## config.mk

```make
export PLATFORM = sky130hd
export DESIGN_NAME = modulo_timer
export DESIGN_NICKNAME = d
export VERILOG_FILES = /design/src/pkg/modulo_timer_pkg.sv /design/src/hdl/edge_pick.sv /design/src/hdl/modulo_timer.sv /design/src/hdl/tick_prescaler.sv
export SDC_FILE = /design/constraint.sdc
export NUM_CORES = 1
export LEC_CHECK = 0
export BUFFER_PORTS_ARGS = -buffer_cell sky130_fd_sc_hd__buf_4
export CAP_MARGIN = 10
export CORE_ASPECT_RATIO = 0.75
export CORE_MARGIN = 4
export CORE_UTILIZATION = 52
export DETAILED_ROUTE_END_ITERATION = 16
export PLACE_DENSITY = 0.87
export SLEW_MARGIN = 20
export SYNTH_ARGS = -nofsm -noshare
export SYNTH_HDL_FRONTEND = slang
export SYNTH_SLANG_ARGS = --single-unit
```

## constraint.sdc

```tcl
create_clock -name core_clk -period 2 [get_ports core_clk]
set_input_delay 0.1 -clock core_clk [delete_from_list [all_inputs] [get_ports core_clk]]
set_output_delay 0.1 -clock core_clk [all_outputs]
set_load 0.02 [all_outputs]
```

## src/pkg/modulo_timer_pkg.sv

```systemverilog
// holds the shared constants, types and bus carriers of the modulo timer
// assumes a 32-bit apb master and a single core clock domain
package modulo_timer_pkg;

  // ----------------------------------------------------------------
  // bus geometry
  // ----------------------------------------------------------------
  localparam int unsigned ADDR_W = 12;
  localparam int unsigned DATA_W = 32;
  localparam int unsigned REG_W = 8;
  localparam int unsigned STRB_W = 4;

  // register indices; byte address is four times the index
  localparam logic [1:0] IDX_STATUS_CTRL = 2'h0;
  localparam logic [1:0] IDX_CLOCK_CFG = 2'h1;
  localparam logic [1:0] IDX_COUNT = 2'h2;
  localparam logic [1:0] IDX_LIMIT = 2'h3;

  // ----------------------------------------------------------------
  // field positions
  // ----------------------------------------------------------------
  localparam int unsigned OVF_FLAG_BIT = 7;
  localparam int unsigned OVF_IRQ_EN_BIT = 6;
  localparam int unsigned CNT_RESET_BIT = 5;
  localparam int unsigned STOP_BIT = 4;
  localparam int unsigned SOURCE_LSB = 4;
  localparam int unsigned SOURCE_MSB = 5;
  localparam int unsigned PRESCALE_LSB = 0;
  localparam int unsigned PRESCALE_MSB = 3;

  // ----------------------------------------------------------------
  // reset values and count limits
  // ----------------------------------------------------------------
  localparam logic RESET_STOP = 1'b1;
  localparam logic [7:0] RESET_COUNT = 8'h00;
  localparam logic [7:0] RESET_LIMIT = 8'h00;
  localparam logic [3:0] RESET_PRESCALE = 4'h0;
  localparam logic [7:0] FREE_RUN_TOP = 8'hff;
  localparam logic [3:0] PRESCALE_MAX_CODE = 4'h8;
  localparam logic [31:0] RDATA_ZERO = 32'h0000_0000;

  // ----------------------------------------------------------------
  // enumerations
  // ----------------------------------------------------------------
  typedef enum logic [1:0] {
    SRC_BUS = 2'b00,
    SRC_FIXED = 2'b01,
    SRC_PIN_FALL = 2'b10,
    SRC_PIN_RISE = 2'b11
  } source_sel_e;

  localparam source_sel_e RESET_SOURCE = SRC_BUS;

  typedef enum logic [0:0] {
    CLR_IDLE = 1'b0,
    CLR_ARMED = 1'b1
  } clear_state_e;

  // ----------------------------------------------------------------
  // apb carriers
  // ----------------------------------------------------------------
  typedef struct packed {
    logic psel;
    logic penable;
    logic pwrite;
    logic [ADDR_W-1:0] paddr;
    logic [DATA_W-1:0] pwdata;
    logic [STRB_W-1:0] pstrb;
  } apb_req_s;

  typedef struct packed {
    logic [DATA_W-1:0] prdata;
    logic pready;
    logic pslverr;
  } apb_rsp_s;

endpackage
```

## src/hdl/edge_pick.sv

```systemverilog
// holds a two-stage synchroniser with rising and falling edge pulses
// assumes the reset given is already released in step with core_clk
`timescale 1ns/1ps
module edge_pick (
  // clock and reset
  input wire logic core_clk,
  input wire logic rst_n,
  // sampled level
  input wire logic pin_in,
  // one-cycle edge pulses
  output logic rise_pulse,
  output logic fall_pulse
);

  logic sync1_q;
  logic sync2_q;
  logic prev_q;

  // first stage feeds only the second; edges look at the settled copy
  always_ff @(posedge core_clk or negedge rst_n) begin
    if (!rst_n) begin
      sync1_q <= 1'b0;
      sync2_q <= 1'b0;
      prev_q <= 1'b0;
    end else begin
      sync1_q <= pin_in;
      sync2_q <= sync1_q;
      prev_q <= sync2_q;
    end
  end

  // one pulse per edge, never more
  assign rise_pulse = sync2_q & ~prev_q;
  assign fall_pulse = ~sync2_q & prev_q;

endmodule

```

## src/hdl/modulo_timer.sv

```systemverilog
// holds the 8-bit modulo timer with its apb register file
// assumes an apb master on core_clk and count pins synchronous to nothing in particular
//
// Behaviour
// - 8-bit up-counter compared with an 8-bit limit; stopped, free or modulo mode.
// - reset leaves counter stopped at zero, limit zero, bus clock, divide by one.
// - nonzero limit gives modulo mode, zero limit gives free-running mode.
// - counting starts when software clears the stop bit; counts only while clear.
// - two-bit source field picks bus, fixed clock, pin falling or rising edges.
// - source codes 00 bus, 01 fixed, 10 pin falling, 11 pin rising.
// - changing source while running keeps the count and continues from it.
// - prescaler divides by 1, 2, 4, 8, 16, 32, 64, 128 or 256.
// - prescale code is a power of two; codes above eight divide by 256.
// - changing prescale while running keeps the count and continues from it.
// - limit register accepts any compare value from 01 to ff.
// - count rises per prescaled tick, wraps to zero the tick after matching limit.
// - overflow flag sets on each step from limit value to zero.
// - any limit write clears the flag; while running it also zeroes the count.
// - apart from limit writes and counter reset, flag clears only after a status read showing it set, then a zero write.
// - an overflow between that read and write cancels the clearing.
// - writing one to the counter reset bit also clears the flag.
// - interrupt request is high while flag and interrupt enable are both set.
// - count register is read-only and returns the current count.
//
// Chosen here: the placing of the registers and the APB interface to the registers.
`timescale 1ns/1ps
module modulo_timer (
  // clock and reset
  input wire logic core_clk,
  input wire logic rstn,
  // register bus
  input wire modulo_timer_pkg::apb_req_s apb_req,
  output modulo_timer_pkg::apb_rsp_s apb_rsp,
  // count sources
  input wire logic fixed_frequency_clock,
  input wire logic external_count_pin,
  // interrupt request
  output logic overflow_irq
);

  // ----------------------------------------------------------------
  // reset release
  // ----------------------------------------------------------------

  logic rst_meta_q;
  logic rst_n;

  // release is delayed two edges so no flop leaves reset mid-cycle
  always_ff @(posedge core_clk or negedge rstn) begin
    if (!rstn) begin
      rst_meta_q <= 1'b0;
      rst_n <= 1'b0;
    end else begin
      rst_meta_q <= 1'b1;
      rst_n <= rst_meta_q;
    end
  end

  // ----------------------------------------------------------------
  // register state
  // ----------------------------------------------------------------

  logic stop_q;
  logic stop_d;
  logic irq_en_q;
  logic irq_en_d;
  logic ovf_q;
  logic ovf_d;
  logic [7:0] count_q;
  logic [7:0] count_d;
  logic [7:0] limit_q;
  logic [7:0] limit_d;
  logic [3:0] prescale_q;
  logic [3:0] prescale_d;
  modulo_timer_pkg::source_sel_e source_q;
  modulo_timer_pkg::source_sel_e source_d;
  modulo_timer_pkg::clear_state_e clr_q;
  modulo_timer_pkg::clear_state_e clr_d;

  // ----------------------------------------------------------------
  // apb decode
  // ----------------------------------------------------------------

  logic ack_q;
  logic [31:0] prdata_q;
  logic [31:0] prdata_d;
  logic pslverr_q;
  logic pslverr_d;
  logic access;
  logic done;
  logic mapped;
  logic [1:0] idx;
  logic wr_ok;
  logic rd_ok;
  logic [7:0] wbyte;

  // a mapped address is word aligned and lies inside the four words
  function automatic logic addr_mapped(input logic [11:0] a);
    return (a[1:0] == 2'b00) && (a[11:4] == 8'h00);
  endfunction

  // true when a mapped transfer ends and targets the given index
  function automatic logic hits(input logic ok, input logic [1:0] at, input logic [1:0] want);
    return ok && (at == want);
  endfunction

  // the access phase takes two cycles: data is captured, then pready rises
  assign access = apb_req.psel & apb_req.penable;
  assign done = access & ack_q;
  assign mapped = addr_mapped(apb_req.paddr);
  assign idx = apb_req.paddr[3:2];
  assign wbyte = apb_req.pwdata[7:0];
  // byte lane zero holds every field, so its strobe gates the write
  assign wr_ok = done & mapped & apb_req.pwrite & apb_req.pstrb[0];
  assign rd_ok = done & mapped & ~apb_req.pwrite;

  logic wr_status;
  logic wr_clock;
  logic wr_limit;
  logic rd_status;

  // count index has no write decode
  assign wr_status = hits(wr_ok, idx, modulo_timer_pkg::IDX_STATUS_CTRL);
  assign wr_clock = hits(wr_ok, idx, modulo_timer_pkg::IDX_CLOCK_CFG);
  assign wr_limit = hits(wr_ok, idx, modulo_timer_pkg::IDX_LIMIT);
  assign rd_status = hits(rd_ok, idx, modulo_timer_pkg::IDX_STATUS_CTRL);

  // ----------------------------------------------------------------
  // read images
  // ----------------------------------------------------------------

  logic [7:0] status_image;
  logic [7:0] clock_image;
  logic [7:0] read_byte;

  // counter reset bit is write-only and reads as zero
  always_comb begin
    status_image = 8'h00;
    status_image[modulo_timer_pkg::OVF_FLAG_BIT] = ovf_q;
    status_image[modulo_timer_pkg::OVF_IRQ_EN_BIT] = irq_en_q;
    status_image[modulo_timer_pkg::STOP_BIT] = stop_q;
    clock_image = 8'h00;
    clock_image[modulo_timer_pkg::SOURCE_MSB:modulo_timer_pkg::SOURCE_LSB] = source_q;
    clock_image[modulo_timer_pkg::PRESCALE_MSB:modulo_timer_pkg::PRESCALE_LSB] = prescale_q;
  end

  // count index returns the live count
  assign read_byte = (idx == modulo_timer_pkg::IDX_STATUS_CTRL) ? status_image :
                     (idx == modulo_timer_pkg::IDX_CLOCK_CFG) ? clock_image :
                     (idx == modulo_timer_pkg::IDX_COUNT) ? count_q : limit_q;

  // data and error are captured in the first access cycle and then held
  assign prdata_d = (access & ~ack_q) ? ((mapped & ~apb_req.pwrite) ? {24'h00_0000, read_byte} :
                    modulo_timer_pkg::RDATA_ZERO) : prdata_q;
  assign pslverr_d = (access & ~ack_q) ? ~mapped : pslverr_q;

  always_ff @(posedge core_clk or negedge rst_n) begin
    if (!rst_n) begin
      ack_q <= 1'b0;
      prdata_q <= modulo_timer_pkg::RDATA_ZERO;
      pslverr_q <= 1'b0;
    end else begin
      ack_q <= access & ~ack_q;
      prdata_q <= prdata_d;
      pslverr_q <= pslverr_d;
    end
  end

  assign apb_rsp.prdata = prdata_q;
  assign apb_rsp.pready = done;
  assign apb_rsp.pslverr = pslverr_q & done;

  // ----------------------------------------------------------------
  // count sources
  // ----------------------------------------------------------------

  logic fixed_rise;
  logic pin_rise;
  logic pin_fall;
  logic running;
  logic src_tick;
  logic count_tick;
  logic restart;

  // the fixed clock is far slower than core_clk, so its rising edge is a tick
  edge_pick u_fixed_edge (
    .core_clk(core_clk),
    .rst_n(rst_n),
    .pin_in(fixed_frequency_clock),
    .rise_pulse(fixed_rise),
    .fall_pulse()
  );

  edge_pick u_pin_edge (
    .core_clk(core_clk),
    .rst_n(rst_n),
    .pin_in(external_count_pin),
    .rise_pulse(pin_rise),
    .fall_pulse(pin_fall)
  );

  // counting only while stop bit clear
  assign running = ~stop_q;

  // new source used from the next edge, count untouched
  always_comb begin
    case (source_q)
      modulo_timer_pkg::SRC_BUS: src_tick = running;
      modulo_timer_pkg::SRC_FIXED: src_tick = running & fixed_rise;
      modulo_timer_pkg::SRC_PIN_FALL: src_tick = running & pin_fall;
      modulo_timer_pkg::SRC_PIN_RISE: src_tick = running & pin_rise;
      default: src_tick = 1'b0;
    endcase
  end

  logic cnt_reset_req;
  logic limit_zeroes;

  assign cnt_reset_req = wr_status & wbyte[modulo_timer_pkg::CNT_RESET_BIT];
  // limit write zeroes count only while running
  assign limit_zeroes = wr_limit & running;
  // a zeroed count also restarts the divider so the first period is whole
  assign restart = cnt_reset_req | limit_zeroes;

  tick_prescaler u_prescaler (
    .core_clk(core_clk),
    .rst_n(rst_n),
    .restart(restart),
    .prescale_code(prescale_q),
    .src_tick(src_tick),
    .count_tick(count_tick)
  );

  // ----------------------------------------------------------------
  // counter and overflow
  // ----------------------------------------------------------------

  logic [7:0] top;
  logic wrap;

  // free mode tops out at ff
  assign top = (limit_q == modulo_timer_pkg::RESET_LIMIT) ? modulo_timer_pkg::FREE_RUN_TOP : limit_q;
  // wrap on the tick after the match
  // overflow at the step to zero
  assign wrap = count_tick & (count_q == top) & ~restart;

  assign count_d = restart ? modulo_timer_pkg::RESET_COUNT :
                   wrap ? modulo_timer_pkg::RESET_COUNT :
                   count_tick ? 8'(count_q + 8'h01) : count_q;

  // ----------------------------------------------------------------
  // flag clearing sequence
  // ----------------------------------------------------------------

  logic seq_clear;
  logic hard_clear;

  // arm on a status read that saw the flag set
  // an overflow drops the arm so the later zero write does nothing
  always_comb begin
    case (clr_q)
      modulo_timer_pkg::CLR_IDLE: begin
        clr_d = (rd_status & prdata_q[modulo_timer_pkg::OVF_FLAG_BIT] & ~wrap) ?
                modulo_timer_pkg::CLR_ARMED : modulo_timer_pkg::CLR_IDLE;
      end
      modulo_timer_pkg::CLR_ARMED: begin
        clr_d = (wrap | wr_status) ? modulo_timer_pkg::CLR_IDLE : modulo_timer_pkg::CLR_ARMED;
      end
      default: clr_d = modulo_timer_pkg::CLR_IDLE;
    endcase
  end

  // zero written to the flag bit while armed
  assign seq_clear = wr_status & ~wbyte[modulo_timer_pkg::OVF_FLAG_BIT] &
                     (clr_q == modulo_timer_pkg::CLR_ARMED);
  assign hard_clear = wr_limit | cnt_reset_req;

  // a new overflow wins over the sequence clear in the same cycle; a counter reset or running limit write suppresses the overflow
  // flag stays set when overflow meets the clearing write
  assign ovf_d = wrap ? 1'b1 : ((seq_clear | hard_clear) ? 1'b0 : ovf_q);

  // ----------------------------------------------------------------
  // control fields
  // ----------------------------------------------------------------

  assign stop_d = wr_status ? wbyte[modulo_timer_pkg::STOP_BIT] : stop_q;
  assign irq_en_d = wr_status ? wbyte[modulo_timer_pkg::OVF_IRQ_EN_BIT] : irq_en_q;
  assign source_d = wr_clock ?
                    modulo_timer_pkg::source_sel_e'(wbyte[modulo_timer_pkg::SOURCE_MSB:modulo_timer_pkg::SOURCE_LSB]) :
                    source_q;
  assign prescale_d = wr_clock ? wbyte[modulo_timer_pkg::PRESCALE_MSB:modulo_timer_pkg::PRESCALE_LSB] : prescale_q;
  assign limit_d = wr_limit ? wbyte : limit_q;

  // reset state of every control field
  always_ff @(posedge core_clk or negedge rst_n) begin
    if (!rst_n) begin
      stop_q <= modulo_timer_pkg::RESET_STOP;
      irq_en_q <= 1'b0;
      ovf_q <= 1'b0;
      count_q <= modulo_timer_pkg::RESET_COUNT;
      limit_q <= modulo_timer_pkg::RESET_LIMIT;
      prescale_q <= modulo_timer_pkg::RESET_PRESCALE;
      source_q <= modulo_timer_pkg::RESET_SOURCE;
      clr_q <= modulo_timer_pkg::CLR_IDLE;
    end else begin
      stop_q <= stop_d;
      irq_en_q <= irq_en_d;
      ovf_q <= ovf_d;
      count_q <= count_d;
      limit_q <= limit_d;
      prescale_q <= prescale_d;
      source_q <= source_d;
      clr_q <= clr_d;
    end
  end

  // ----------------------------------------------------------------
  // interrupt request
  // ----------------------------------------------------------------

  // enabling with the flag set raises the request at once; software avoids it
  assign overflow_irq = ovf_q & irq_en_q;

endmodule

```

## src/hdl/tick_prescaler.sv

```systemverilog
// holds the power-of-two prescaler that thins source ticks into count ticks
// assumes src_tick is already gated by the run state of the timer
`timescale 1ns/1ps
module tick_prescaler (
  // clock and reset
  input wire logic core_clk,
  input wire logic rst_n,
  // control
  input wire logic restart,
  input wire logic [3:0] prescale_code,
  // ticks
  input wire logic src_tick,
  output logic count_tick
);

  logic [7:0] div_q;
  logic [7:0] div_d;
  logic [7:0] mask;

  // codes above the top code divide by the largest factor
  function automatic logic [7:0] prescale_mask(input logic [3:0] code);
    logic [7:0] m;
    m = 8'hff;
    if (code < modulo_timer_pkg::PRESCALE_MAX_CODE) begin
      m = 8'((9'h001 << code) - 9'h001);
    end
    return m;
  endfunction

  assign mask = prescale_mask(prescale_code);
  // divider keeps running across a change of factor
  assign count_tick = src_tick & ((div_q & mask) == mask);
  assign div_d = restart ? 8'h00 : (src_tick ? 8'(div_q + 8'h01) : div_q);

  always_ff @(posedge core_clk or negedge rst_n) begin
    if (!rst_n) begin
      div_q <= 8'h00;
    end else begin
      div_q <= div_d;
    end
  end

endmodule

```

-- Word-level counts from Yosys, hierarchy flattened
Index checks and enable logic that the tools add are counted.
- register bits: 76
- input port bits: 55
- output and inout port bits: 35
- logic and storage cells: 104
- mux-type cells: 17
- reductions and logical operators: 13
- eq/ne operators: 8
- add/subtract/negate cells: 3
- bitwise logic cells: 41
- shifts and indexed selects: 1
- magnitude comparators: 1
- operators with widths (cell ; number):
    $mux 8 ; 11
    $and 1x1->1 ; 25
    $add 8x1->8 const B ; 2
    $eq 8x8->1 ; 2
    $logic_not 8->1 ; 2
    $not 1->1 ; 11
    $and 8x8->8 ; 1
    $eq 2x2->1 const B ; 4
    $shl 1x4->8 const A ; 1
    $sub 8x1->8 const B ; 1
    $logic_not 2->1 ; 3
    $logic_and 1x1->1 ; 5
    $eq 2x1->1 const B ; 2
    $lt 4x4->1 const B ; 1
    $mux 1 ; 4
    $or 1x1->1 ; 4
    $pmux 1 s4 ; 1
    $reduce_bool 2->1 ; 2
    $reduce_bool 3->1 ; 1
    $pmux 1 s2 ; 1

-- Depth between registers and ports, before layout
Gate-level depths: netlist of the first run.
- depth in word-level cells: 14
- gate-level depth with buffers: 10
- gate-level depth less buffers: 9

-- By module
A second synthesis of the first run with hierarchy kept.
- cell total of the unflattened synthesis: 307
- area, all modules: 3016.6 um^2
- modules (own cells, without submodules) (module ; cells an instance ; seq. area each (um^2) ; area each (um^2) ; times used):
    modulo_timer ; 238 ; 952.2 ; 2304.7 ; 1
    tick_prescaler ; 59 ; 200.2 ; 531.8 ; 1
    edge_pick ; 5 ; 75.1 ; 90.1 ; 2

-- Worst setup path after synthesis of the first run
No wires, ideal clock.
- path type: register to register
- from: register prescale_q[2]
- to: register count_q[7]
- clock period less this slack: 2.643 ns
- data required time: 1.876 ns
- library setup time: 0.124 ns
- path slack: -0.643 ns
- stages on the path, launching flop included: 11
- arrival: 2.519 ns
- path buffers: 1
- cells stage by stage: dfrtp_1 -> nor2_1 -> nand3b_1 -> ha_1 -> a21oi_1 -> a2111o_1 -> or4b_1 -> clkbuf_1 -> nor2b_1 -> and2_1 -> a211o_1
- cells in the longest elaborated chain, start to end: 10
- elaborated cells between the ends (all ways): 12
- those cells by class: add/sub (1); order compare (1); eq/ne (1); shift (1); mux (3); bitwise (4); reduce/logical (1)
- RTL lines (item ; RTL line ; text):
    start: declaration ; modulo_timer.sv:73 ; logic [3:0] prescale_q;
    start signal: assignment ; modulo_timer.sv:302 ; prescale_q <= modulo_timer_pkg::RESET_PRESCALE;
    start signal: assignment ; modulo_timer.sv:311 ; prescale_q <= prescale_d;
    $shl 1x4->8 ; tick_prescaler.sv:25 ; m = 8'((9'h001 << code) - 9'h001);
    $sub 8x1->8 ; tick_prescaler.sv:25 ;
    $mux 8 (*) ; tick_prescaler.sv:24 ; if (code < modulo_timer_pkg::PRESCALE_MAX_CODE) begin
    $and 8x8->8 ; tick_prescaler.sv:32 ; assign count_tick = src_tick & ((div_q & mask) == mask);
    $eq 8x8->1 (*) ; tick_prescaler.sv:32 ;
    $and 1x1->1 (*) ; tick_prescaler.sv:32 ;
    $and 1x1->1 (2 in series) ; modulo_timer.sv:245 ; assign wrap = count_tick & (count_q == top) & ~restart;
    $mux 8 ; modulo_timer.sv:248 ; wrap ? modulo_timer_pkg::RESET_COUNT :
    $mux 8 ; modulo_timer.sv:247 ; assign count_d = restart ? modulo_timer_pkg::RESET_COUNT :
    end signal: assignment ; modulo_timer.sv:300 ; count_q <= modulo_timer_pkg::RESET_COUNT;
    end signal: assignment ; modulo_timer.sv:309 ; count_q <= count_d;
    end: declaration ; modulo_timer.sv:69 ; logic [7:0] count_q;
Every way passes the cells marked *; elsewhere a longest branch is shown, timed or not.
A chain may end at the register's enable or synchronous reset.

-- Final worst setup path of the first run
- from: register limit_q[4]
- to: register count_q[1]
- cells in the longest elaborated chain, start to end: 7
- elaborated cells between the ends (all ways): 8
- those cells by class: eq/ne (1); mux (3); bitwise (2); reduce/logical (2)
- RTL lines (item ; RTL line ; text):
    start: declaration ; modulo_timer.sv:71 ; logic [7:0] limit_q;
    start signal: assignment ; modulo_timer.sv:301 ; limit_q <= modulo_timer_pkg::RESET_LIMIT;
    start signal: assignment ; modulo_timer.sv:310 ; limit_q <= limit_d;
    $logic_not 8->1 ; modulo_timer.sv:242 ; assign top = (limit_q == modulo_timer_pkg::RESET_LIMIT) ? modulo_timer_pkg::FREE_RUN_TOP : limit_q;
    $mux 8 (*) ; modulo_timer.sv:242 ;
    $eq 8x8->1 (*) ; modulo_timer.sv:245 ;
    $and 1x1->1 (*) (2 in series) ; modulo_timer.sv:245 ;
    $mux 8 ; modulo_timer.sv:248 ;
    $mux 8 ; modulo_timer.sv:247 ;
Marks and branches as above.

==> summary.txt, run 1 <==
synth unique cells: 55
TritonCTS buffer count: 5
stage delay of the slowest cell on the critical path: 590 ps
Area Overhead vs Synth: 29.33%
Vert. Die Dim: 73.68 µm
root buf cell: sky130_fd_sc_hd__clkbuf_8
initial core utilization: 54.69%
Clock Skews: 10.56 ps
maximum buffer depth of the clock tree: 2
aggregate routed wire length: 8.125 mm
residual antenna-violating net count after detailed routing: 0
area of the placeable core: 0.005468 mm²
fraction of layout cells with a size suffix above 1: 39.39%
first-pass GRT wire length: 12.68 mm
ratio of final minimum period to clock period: 131.6%
Detailed Route Iter0 Violations: 260
Worst Setup Slack, final: -631.8 ps
drc violations: 0
Post-synth EDFFs: 0
predominant post-synthesis flop cell: sky130_fd_sc_hd__dfrtp_1
final count of hold timing violations: 0
Routed WL per cell: 17.25 µm
setup violation total in the final timing report: 10
total clock sinks: 52
Placer Congestion: 0.8761
switching share of power: 34.10%
worst slack at placement: -697.4 ps
Int Pwr: 0.001816 W
Max Cap Violations: 0
fill cell count: 394
area taken by multi-input logic gates: 0.001607 mm²
yosys warns: 0
combined global-route utilization of all metal layers: 24.03%
kind of launch point of the worst setup path: register
most instantiated library cell after synthesis: sky130_fd_sc_hd__dfrtp_1
Via-to-Cell Ratio: 5.571
Synth Cell Area: 0.002990 mm²
sequential share of power: 47.6%
Critical Path Most Common Cell: sky130_fd_sc_hd__buf_4
arrival time of data at the critical path endpoint: 2890 ps
Ports: 90
class of the tightest hold or removal check: in -> reg
violations in the final reports: negative setup slack
power spent charging and discharging nets: 0.0009396 W
kind of critical path: reg -> reg
min Tclk post-route: 2632 ps
Clock power frac: 23.7%
final hold slack: 5.367 ps
Leak Pwr: 1.898 nW
TritonRoute pass-1 iters: 5
net total in the final layout: 453
sequential cell area fraction in the yosys report: 43.56%
placement row count: 23
overall die area: 0.007041 mm²
run status: finished with violations
share of total power in combinational logic: 28.6%
TritonCTS clock tree: done
highest attainable clock frequency: 0.3800 GHz
via count of the routed design: 2624
area of all sequential standard cells: 0.001304 mm²
number of global-route vias before repair: 2618
clock transition at the registers of the reported paths: 110 ps
average instance area after synthesis: 9.772 µm²
top cells by instance count after synthesis: sky130_fd_sc_hd__dfrtp_1 (51), sky130_fd_sc_hd__nand2_1 (33), sky130_fd_sc_hd__nor2_1 (27)
nature of the critical path endpoint: register
cell chain of the critical path: or4_4 > nor3_4 > buf_4 > buf_4 > nor3_2 > nor2_2 > nor4_4 > buf_4 > buf_6 > or3b_1 > a21oi_1
Post-DP HPWL: 5.989 mm
share of the synthesized area in the top cell type: 42.68%
pin count of the biggest net entering global routing: 21
cell type of the slowest stage on the worst timing path: sky130_fd_sc_hd__or4_4
Horiz. Die Dim: 95.57 µm
maximum fanout encountered on the critical timing path: 4
final slew viol count: 0
count of state elements after synthesis: 52
ranking of synthesized cells by area: sky130_fd_sc_hd__dfrtp_1 (43%), sky130_fd_sc_hd__mux2_2 (8.7%), sky130_fd_sc_hd__buf_4 (6.5%)
number of port buffers: 38
power density normalized to cell area: 712.4 mW/mm²
RSZ-0062 raised after global routing: yes
async set-reset flop share out of synthesis: 100.0%
Clock H-tree levels: 2
data required time at the worst endpoint: 2260 ps
Clock Latency Late Sink: 330 ps
Overflow after GRT: 0
diodes inserted: 0
post-synth top area cell: sky130_fd_sc_hd__dfrtp_1
largest voltage drop on the vdd net: 0.0005712 V
number of antenna violations at the first check in global routing: 0
post-synthesis cell count: 306
==> worst paths after layout <==
| path | start | to | slack (ps) | cells after the start |
|---|---|---|---|---|
| min in group asynchronous | rstn | rst_n | 80 | 2 |
| setup reg to reg | limit_q[4] | count_q[1] | -630 | 11 |
| setup / recovery | limit_q[4] | count_q[1] | -630 | 11 |
| hold / removal | apb_req[5] | prescale_q[1] | 5 | 2 |
| hold reg to reg | rst_n | prdata_q[7] | 190 | 0 |
| max in group asynchronous | rst_n | stop_q | 1200 | 1 |
==> cells in the final DEF (no fill, tap or decap), types with 6 or more instances in the layout <==
cell type	count
sky130_fd_sc_hd__buf_4	88
sky130_fd_sc_hd__nand2_1	33
sky130_fd_sc_hd__a21oi_1	7
sky130_fd_sc_hd__inv_1	6
sky130_fd_sc_hd__conb_1	25
sky130_fd_sc_hd__nand3_1	9
sky130_fd_sc_hd__o21ai_0	13
sky130_fd_sc_hd__dfrtp_1	50
sky130_fd_sc_hd__mux2_2	23
sky130_fd_sc_hd__a22oi_1	7
sky130_fd_sc_hd__nor2_1	23
sky130_fd_sc_hd__xnor2_1	6
==> power by group through the flow <==
stage / Clock [W] / Sequential (W) / Combinational [W]
finish: 0.000654 / 0.00131 / 0.000789
global placement: 0 / 0.00131 / 0.000702
CTS: 0.000660 / 0.00131 / 0.000761
global route: 0.000698 / 0.00132 / 0.000858
floorplan: 0 / 0.00128 / 0.000480
detailed placement: 0 / 0.00132 / 0.000743
==> cell type report <==
type                            instances  share of cell area (%)
Multi-Input combinational cell        234                   41.54
Sequential cell                        52                   33.71
Timing Repair Buffer                   96                   19.31
Tap cell                               75                   2.426
Clock buffer                            5                   1.779
Clock inverter                          3                  0.6470
Inverter                                6                  0.5823
==> layer usage <==
metal | vias to the layer above | GRT usage [%] | wire length [µm]
li1 | 1212 | - | -
met4 | 0 | 10.88 | 299
met1 | 1236 | 30.91 | 3306
met3 | 34 | 5.629 | 694
met5 | - | 0 | 0
met2 | 142 | 38.75 | 3826
==> registers in the layout, indices dropped and copies added (netlist names), 2 cells and up <==
signal             flops
prdata_q               8
source_q               2
u_prescaler.div_q      8
prescale_q             4
limit_q                8
count_q                8
==> critical path, delay by kind of cell, from the launching register on <==
kind                   cells  cell delay (ps)
flip-flops                 1              410
AND/OR/NAND/NOR            6             1490
buffers and inverters      4              550
AO/OA/AOI/OAI              1              130
==> stage by stage <==
step           power (W)  cell area (µm²)  instances  TNS, ps  util, %
2_1_floorplan   0.001757             3090        329    -4215        -
3_3_place_gp    0.002016             3585        453    -5094    65.56
3_5_place_dp    0.002068             3585        453    -6124    65.56
4_1_cts         0.002726             3819        469    -4870    69.84
5_1_grt         0.002880             3867        471    -6590    70.73
6_report        0.002755             3867        471    -5701    70.73
==> cell families after synthesis <==
kind of cell | synth area share (%)
multiplexers | 9.749
AO/OA/AOI/OAI | 11.88
buffers and inverters | 8.954
adder cells (fa/ha/maj) | 1.255
AND/OR/NAND/NOR | 21.42
other | 0.2511
XOR/XNOR | 2.929
flip-flops | 43.56
==> what timing repair did <==
| item | 4_1_cts | 5_1_grt |
|---|---|---|
| gates resized for setup | 17 | 9 |
| setup endpoints to repair | 11 | 18 |
| cloned | 1 | 0 |
| hold buffers | 3 | 0 |
| pin swaps | 21 | 13 |
| hold endpoints to repair | 4 | 0 |
| buffers inserted | 4 | 2 |
No activity file was read; power rests on OpenSTA's default activity.
==> inputs of run 2 (changes only) <==
==> constraint.sdc (replaced) <==
create_clock -name core_clk -period 2.8 [get_ports core_clk]
set_input_delay 0.14 -clock core_clk [delete_from_list [all_inputs] [get_ports core_clk]]
set_output_delay 0.14 -clock core_clk [all_outputs]
set_load 0.02 [all_outputs]
==> summary.txt, run 2 (synthesis gave the netlist of run 1 again) <==
clock transition at the registers of the reported paths: 100 ps
Horiz. Die Dim: 95.57 µm
total clock sinks: 52
area of the placeable core: 0.005468 mm²
maximum fanout encountered on the critical timing path: 6
final hold slack: 72.02 ps
number of port buffers: 38
nature of the critical path endpoint: register
fraction of layout cells with a size suffix above 1: 27.43%
final standard cell area without fillers: 0.003443 mm²
Detailed Route Iter0 Violations: 181
DP Area: 0.003279 mm²
Clock Latency Late Sink: 310 ps
placement row count: 23
TritonCTS clock tree: done
Leak Pwr: 1.651 nW
maximum buffer depth of the clock tree: 2
residual antenna-violating net count after detailed routing: 0
fraction of the core area covered by cells at the end of the flow: 62.97%
area of all sequential standard cells: 0.001308 mm²
via count of the routed design: 2358
initial core utilization: 54.69%
drc violations: 0
class of the tightest hold or removal check: in -> reg
ratio of final minimum period to clock period: 95.75%
min Tclk post-route: 2681 ps
Placer Congestion: 0.7921
Ports: 90
most common library cell in the layout ignoring fill and taps: sky130_fd_sc_hd__dfrtp_1
Clock Skews: 4.769 ps
final slew viol count: 0
Max Cap Violations: 0
aggregate routed wire length: 6.544 mm
first-pass GRT wire length: 10.58 mm
net total in the final layout: 407
commonest cells after routing, fill and taps aside: sky130_fd_sc_hd__dfrtp_1 (49), sky130_fd_sc_hd__buf_4 (47), sky130_fd_sc_hd__nand2_1 (33)
power density normalized to cell area: 518.4 mW/mm²
arrival time of data at the critical path endpoint: 2880 ps
Via-to-Cell Ratio: 5.548
Clock H-tree levels: 2
TritonCTS buffer count: 5
Routed WL per cell: 15.40 µm
pin count of the biggest net entering global routing: 51
final count of hold timing violations: 0
largest voltage drop on the vdd net: 0.0003584 V
Area Overhead vs Synth: 15.15%
transition time of the tightest slew-check pin: 664.9 ps
kind of launch point of the worst setup path: register
setup violation total in the final timing report: 0
area taken by multi-input logic gates: 0.001543 mm²
kind of critical path: reg -> reg
data required time at the worst endpoint: 3000 ps
combined global-route utilization of all metal layers: 19.18%
number of global-route vias before repair: 2246
fill cell count: 461
root buf cell: sky130_fd_sc_hd__clkbuf_8
Overflow after GRT: 0
highest attainable clock frequency: 0.3730 GHz
number of antenna violations at the first check in global routing: 0
TritonRoute pass-1 iters: 4
Post-DP HPWL: 4.787 mm
Vert. Die Dim: 73.68 µm
diodes inserted: 0
run status: complete, no violations
remaining max-slew budget at the tightest pin: 55.58%
overall die area: 0.007041 mm²
[run 2: report_power, final]
part	internal (W)	total [W]	switching [W]
clock network	0.000183	0.000448	0.000266
registers	0.000836	0.00100	0.000167
logic	0.000170	0.000334	0.000164
total	0.00119	0.00178	0.000596
[run 2: stage by stage]
step | setup slack [ps] | TNS (ps) | power (W) | std cells
detailed placement | 99.16 | 0 | 0.001339 | 414
finish | 119.1 | 0 | 0.001785 | 425
global placement | 136.1 | 0 | 0.001315 | 414
global route | -7.441 | -7.441 | 0.001882 | 425
CTS | 56.95 | 0 | 0.001790 | 425
floorplan | 156.8 | 0 | 0.001255 | 329
[run 2: worst paths after layout]
path                       cells past startpoint                  to  slack [ps]          startpoint
setup / recovery                               9          count_q[7]         120       prescale_q[0]
hold / removal                                 2          limit_q[6]          70         apb_req[10]
setup reg to reg                               9          count_q[7]         120       prescale_q[0]
hold reg to reg                                0  u_pin_edge.sync2_q         360  u_pin_edge.sync1_q
max in group asynchronous                      0       prescale_q[1]        1970               rst_n
min in group asynchronous                      2               rst_n         170                rstn
[run 2: per-layer routing]
layer / routed length (µm) / vias to the layer above / part of all wire (%) / track usage (%)
met3: 487 / 6 / 7.4 / 3.378
met1: 2997 / 1150 / 46 / 28.49
met5: 0 / - / 0 / 0
li1: - / 1121 / - / -
met4: 38 / 0 / 0.58 / 3.628
met2: 3020 / 81 / 46 / 29.74
[run 2: layout make-up]
| class | count | area share [%] |
|---|---|---|
| Inverter | 6 | 0.6541 |
| Multi-Input combinational cell | 234 | 44.80 |
| Tap cell | 75 | 2.725 |
| Sequential cell | 52 | 37.97 |
| Timing Repair Buffer | 50 | 11.12 |
| Clock inverter | 3 | 0.7267 |
| Clock buffer | 5 | 1.999 |
[run 2: critical path: stages, from the launching register on]
cell                       delay, ps
sky130_fd_sc_hd__dfrtp_1         420
sky130_fd_sc_hd__buf_4           170
sky130_fd_sc_hd__nand3b_1         80
sky130_fd_sc_hd__ha_1            270
sky130_fd_sc_hd__a21oi_1          60
sky130_fd_sc_hd__a2111o_1        350
sky130_fd_sc_hd__or4b_1          520
sky130_fd_sc_hd__nor2b_2         230
sky130_fd_sc_hd__and2_1          210
sky130_fd_sc_hd__a211o_1         260
[run 2: repair_timing]
action,CTS,global route
gates resized for setup,0,9
setup buffers,0,0
hold buffers,3,0
endpoints found under the hold margin,4,0
setup endpoints to repair,0,8
==> inputs of run 3 (changes only) <==
--- a/config.mk
+++ b/config.mk
@@ -5,13 +5,14 @@
 export SDC_FILE = /design/constraint.sdc
 export NUM_CORES = 1
 export LEC_CHECK = 0
+export ABC_AREA = 1
 export BUFFER_PORTS_ARGS = -buffer_cell sky130_fd_sc_hd__buf_4
 export CAP_MARGIN = 10
 export CORE_ASPECT_RATIO = 0.75
 export CORE_MARGIN = 4
 export CORE_UTILIZATION = 52
 export DETAILED_ROUTE_END_ITERATION = 16
-export PLACE_DENSITY = 0.87
+export PLACE_DENSITY = 0.86
 export SLEW_MARGIN = 20
 export SYNTH_ARGS = -nofsm -noshare
 export SYNTH_HDL_FRONTEND = slang
==> summary.txt, run 3 <==
run status: complete, no violations
aggregate routed wire length: 7.182 mm
Vert. Die Dim: 75.64 µm
initial core utilization: 54.17%
TritonCTS buffer count: 5
synth unique cells: 37
Via-to-Cell Ratio: 5.161
Leak Pwr: 1.924 nW
number of global-route vias before repair: 2695
min Tclk post-route: 2108 ps
placement row count: 24
remaining max-slew budget at the tightest pin: 55.37%
root buf cell: sky130_fd_sc_hd__clkbuf_8
power density normalized to cell area: 540.5 mW/mm²
post-CTS setup buffer count: 0
Post-DP HPWL: 5.544 mm
stage delay of the slowest cell on the critical path: 520 ps
drc violations: 0
Routed WL per cell: 13.32 µm
net total in the final layout: 518
cell chain of the critical path: nor2_2 > nand3_1 > ha_1 > nand2_1 > nand2_2 > nand3_4 > nor2_4 > nand4_4 > nor2_8 > nand3_1 > nand2_1
total clock sinks: 52
GR Layer Usage met3: 4.300%
maximum buffer depth of the clock tree: 2
post-synthesis cell count: 418
combined global-route utilization of all metal layers: 20.84%
source of the critical timing path: prescale_q[1]
average instance area after synthesis: 7.588 µm²
number of gates resized after cts: 0
final slew viol count: 0
final hold slack: 73.51 ps
Ports: 90
most used routing layer: met2
most common library cell in the layout ignoring fill and taps: sky130_fd_sc_hd__nand2_1
maximum fanout encountered on the critical timing path: 9
Synth Cell Area: 0.003172 mm²
nature of the critical path endpoint: register
cts hold-fix bufs: 3
number of port buffers: 38
ratio of final minimum period to clock period: 75.28%
worst flop-to-flop path startpoint: prescale_q[1]
predominant post-synthesis flop cell: sky130_fd_sc_hd__dfrtp_1
residual antenna-violating net count after detailed routing: 0
area of the placeable core: 0.005856 mm²
count of state elements after synthesis: 52
arrival time of data at the critical path endpoint: 2360 ps
setup violation total in the final timing report: 0
Pwr Total: 0.001923 W
final standard cell area without fillers: 0.003557 mm²
fill cell count: 527
yosys warns: 0
Clock Skews: 11.63 ps
final count of hold timing violations: 0
Area Overhead vs Synth: 12.15%
via count of the routed design: 2782
commonest cells after routing, fill and taps aside: sky130_fd_sc_hd__nand2_1 (95), sky130_fd_sc_hd__inv_1 (58), sky130_fd_sc_hd__dfrtp_1 (50)
Max Cap Violations: 0
largest voltage drop on the vdd net: 0.0003595 V
Top delay family on crit path: simple AND/OR/NAND/NOR gates
number of antenna violations at the first check in global routing: 0
grt met1 use: 27.39%
highest attainable clock frequency: 0.4744 GHz
Horiz. Die Dim: 98.18 µm
post-synth top area cell: sky130_fd_sc_hd__dfrtp_1
pin count of the biggest net entering global routing: 51
overall die area: 0.007426 mm²
ranking of synthesized cells by area: sky130_fd_sc_hd__dfrtp_1 (40%), sky130_fd_sc_hd__nand2_1 (11%), sky130_fd_sc_hd__inv_1 (6.9%)
transition time of the tightest slew-check pin: 667.4 ps
data required time at the worst endpoint: 3050 ps
Critical path buffers and inverters: 0
TNS Setup: 0 ps
met2 Track Usage GR: 36.20%
async set-reset flop share out of synthesis: 100.0%
Post-synth EDFFs: 0
class of the tightest hold or removal check: in -> reg
Clock Latency Late Sink: 320 ps
Clock H-tree levels: 2
clock transition at the registers of the reported paths: 100 ps
Overflow after GRT: 0
startpoint of the worst hold path: apb_req[10]
first-pass GRT wire length: 12.39 mm
TritonCTS clock tree: done
Detailed Route Iter0 Violations: 308
Placer Congestion: 0.8772
RSZ-0062 raised after global routing: no
kind of critical path: reg -> reg
most instantiated library cell after synthesis: sky130_fd_sc_hd__nand2_1
top cells by instance count after synthesis: sky130_fd_sc_hd__nand2_1 (95), sky130_fd_sc_hd__inv_1 (58), sky130_fd_sc_hd__dfrtp_1 (51)
cell type of the slowest stage on the worst timing path: sky130_fd_sc_hd__dfrtp_1
share of the synthesized area in the top cell type: 40.24%
fraction of layout cells with a size suffix above 1: 16.92%
sequential cell area fraction in the yosys report: 41.07%
TritonRoute pass-1 iters: 5
kind of launch point of the worst setup path: register
DP Area: 0.003425 mm²
diodes inserted: 0
[run 3: power by group]
group	internal (W)	switching, W	leakage [nW]
Sequential	0.000847	0.000133	0.664
Clock	0.000207	0.000267	0.0522
Combinational	0.000181	0.000288	1.21
Total	0.00124	0.000687	1.92
[run 3: final timing paths]
kind                            slack, ps  cells after the start            endpoint
worst max-delay path                  690                     11          count_q[0]
worst min-delay path                   70                      3          limit_q[6]
worst max register to register        690                     11          count_q[0]
worst min register to register        360                      0  u_pin_edge.sync2_q
max in group asynchronous            2000                      0         prdata_q[1]
min in group asynchronous             120                      2          rst_meta_q
[run 3: logic make-up after synthesis]
family                     after synthesis  share of synthesized area (%)
adders and majority gates                3                          1.184
DFF                                     52                          41.07
buffers and inverters                   93                          14.44
xor gates and xnor gates                 4                          1.104
AOI/OAI and AO/OA                       53                          9.783
other                                    2                         0.2368
and+or+nand+nor                        211                          32.19
[run 3: final cells by class]
class	count	area (µm²)	share of cell area (%)
clock inverter	2	17.52	0.4924
multi-input combinational	296	1498	42.10
timing repair buffer	41	315.3	8.864
inverter	64	240.2	6.753
sequential	52	1306	36.72
tap	78	97.59	2.744
clock buffer	6	82.58	2.321
[run 3: metrics by stage]
step	utilization [%]	instances	setup WS (ps)
2_1_floorplan	-	441	984.5
3_3_place_gp	58.48	528	813.0
3_5_place_dp	58.48	528	735.3
4_1_cts	60.71	539	702.2
5_1_grt	60.75	539	542.8
6_report	60.75	539	692.2
[run 3: tightest hold or removal path: cells and delay by family]
kind	cells	cell delay (ps)
AOI/OAI and AO/OA	1	60
buffers and inverters	2	160
[run 3: per-layer routing]
layer  share of wire [%]  vias up
met1                  43     1300
met2                  47      105
li1                    -     1368
met4                 1.0        0
met3                 8.2        9
met5                   0        -
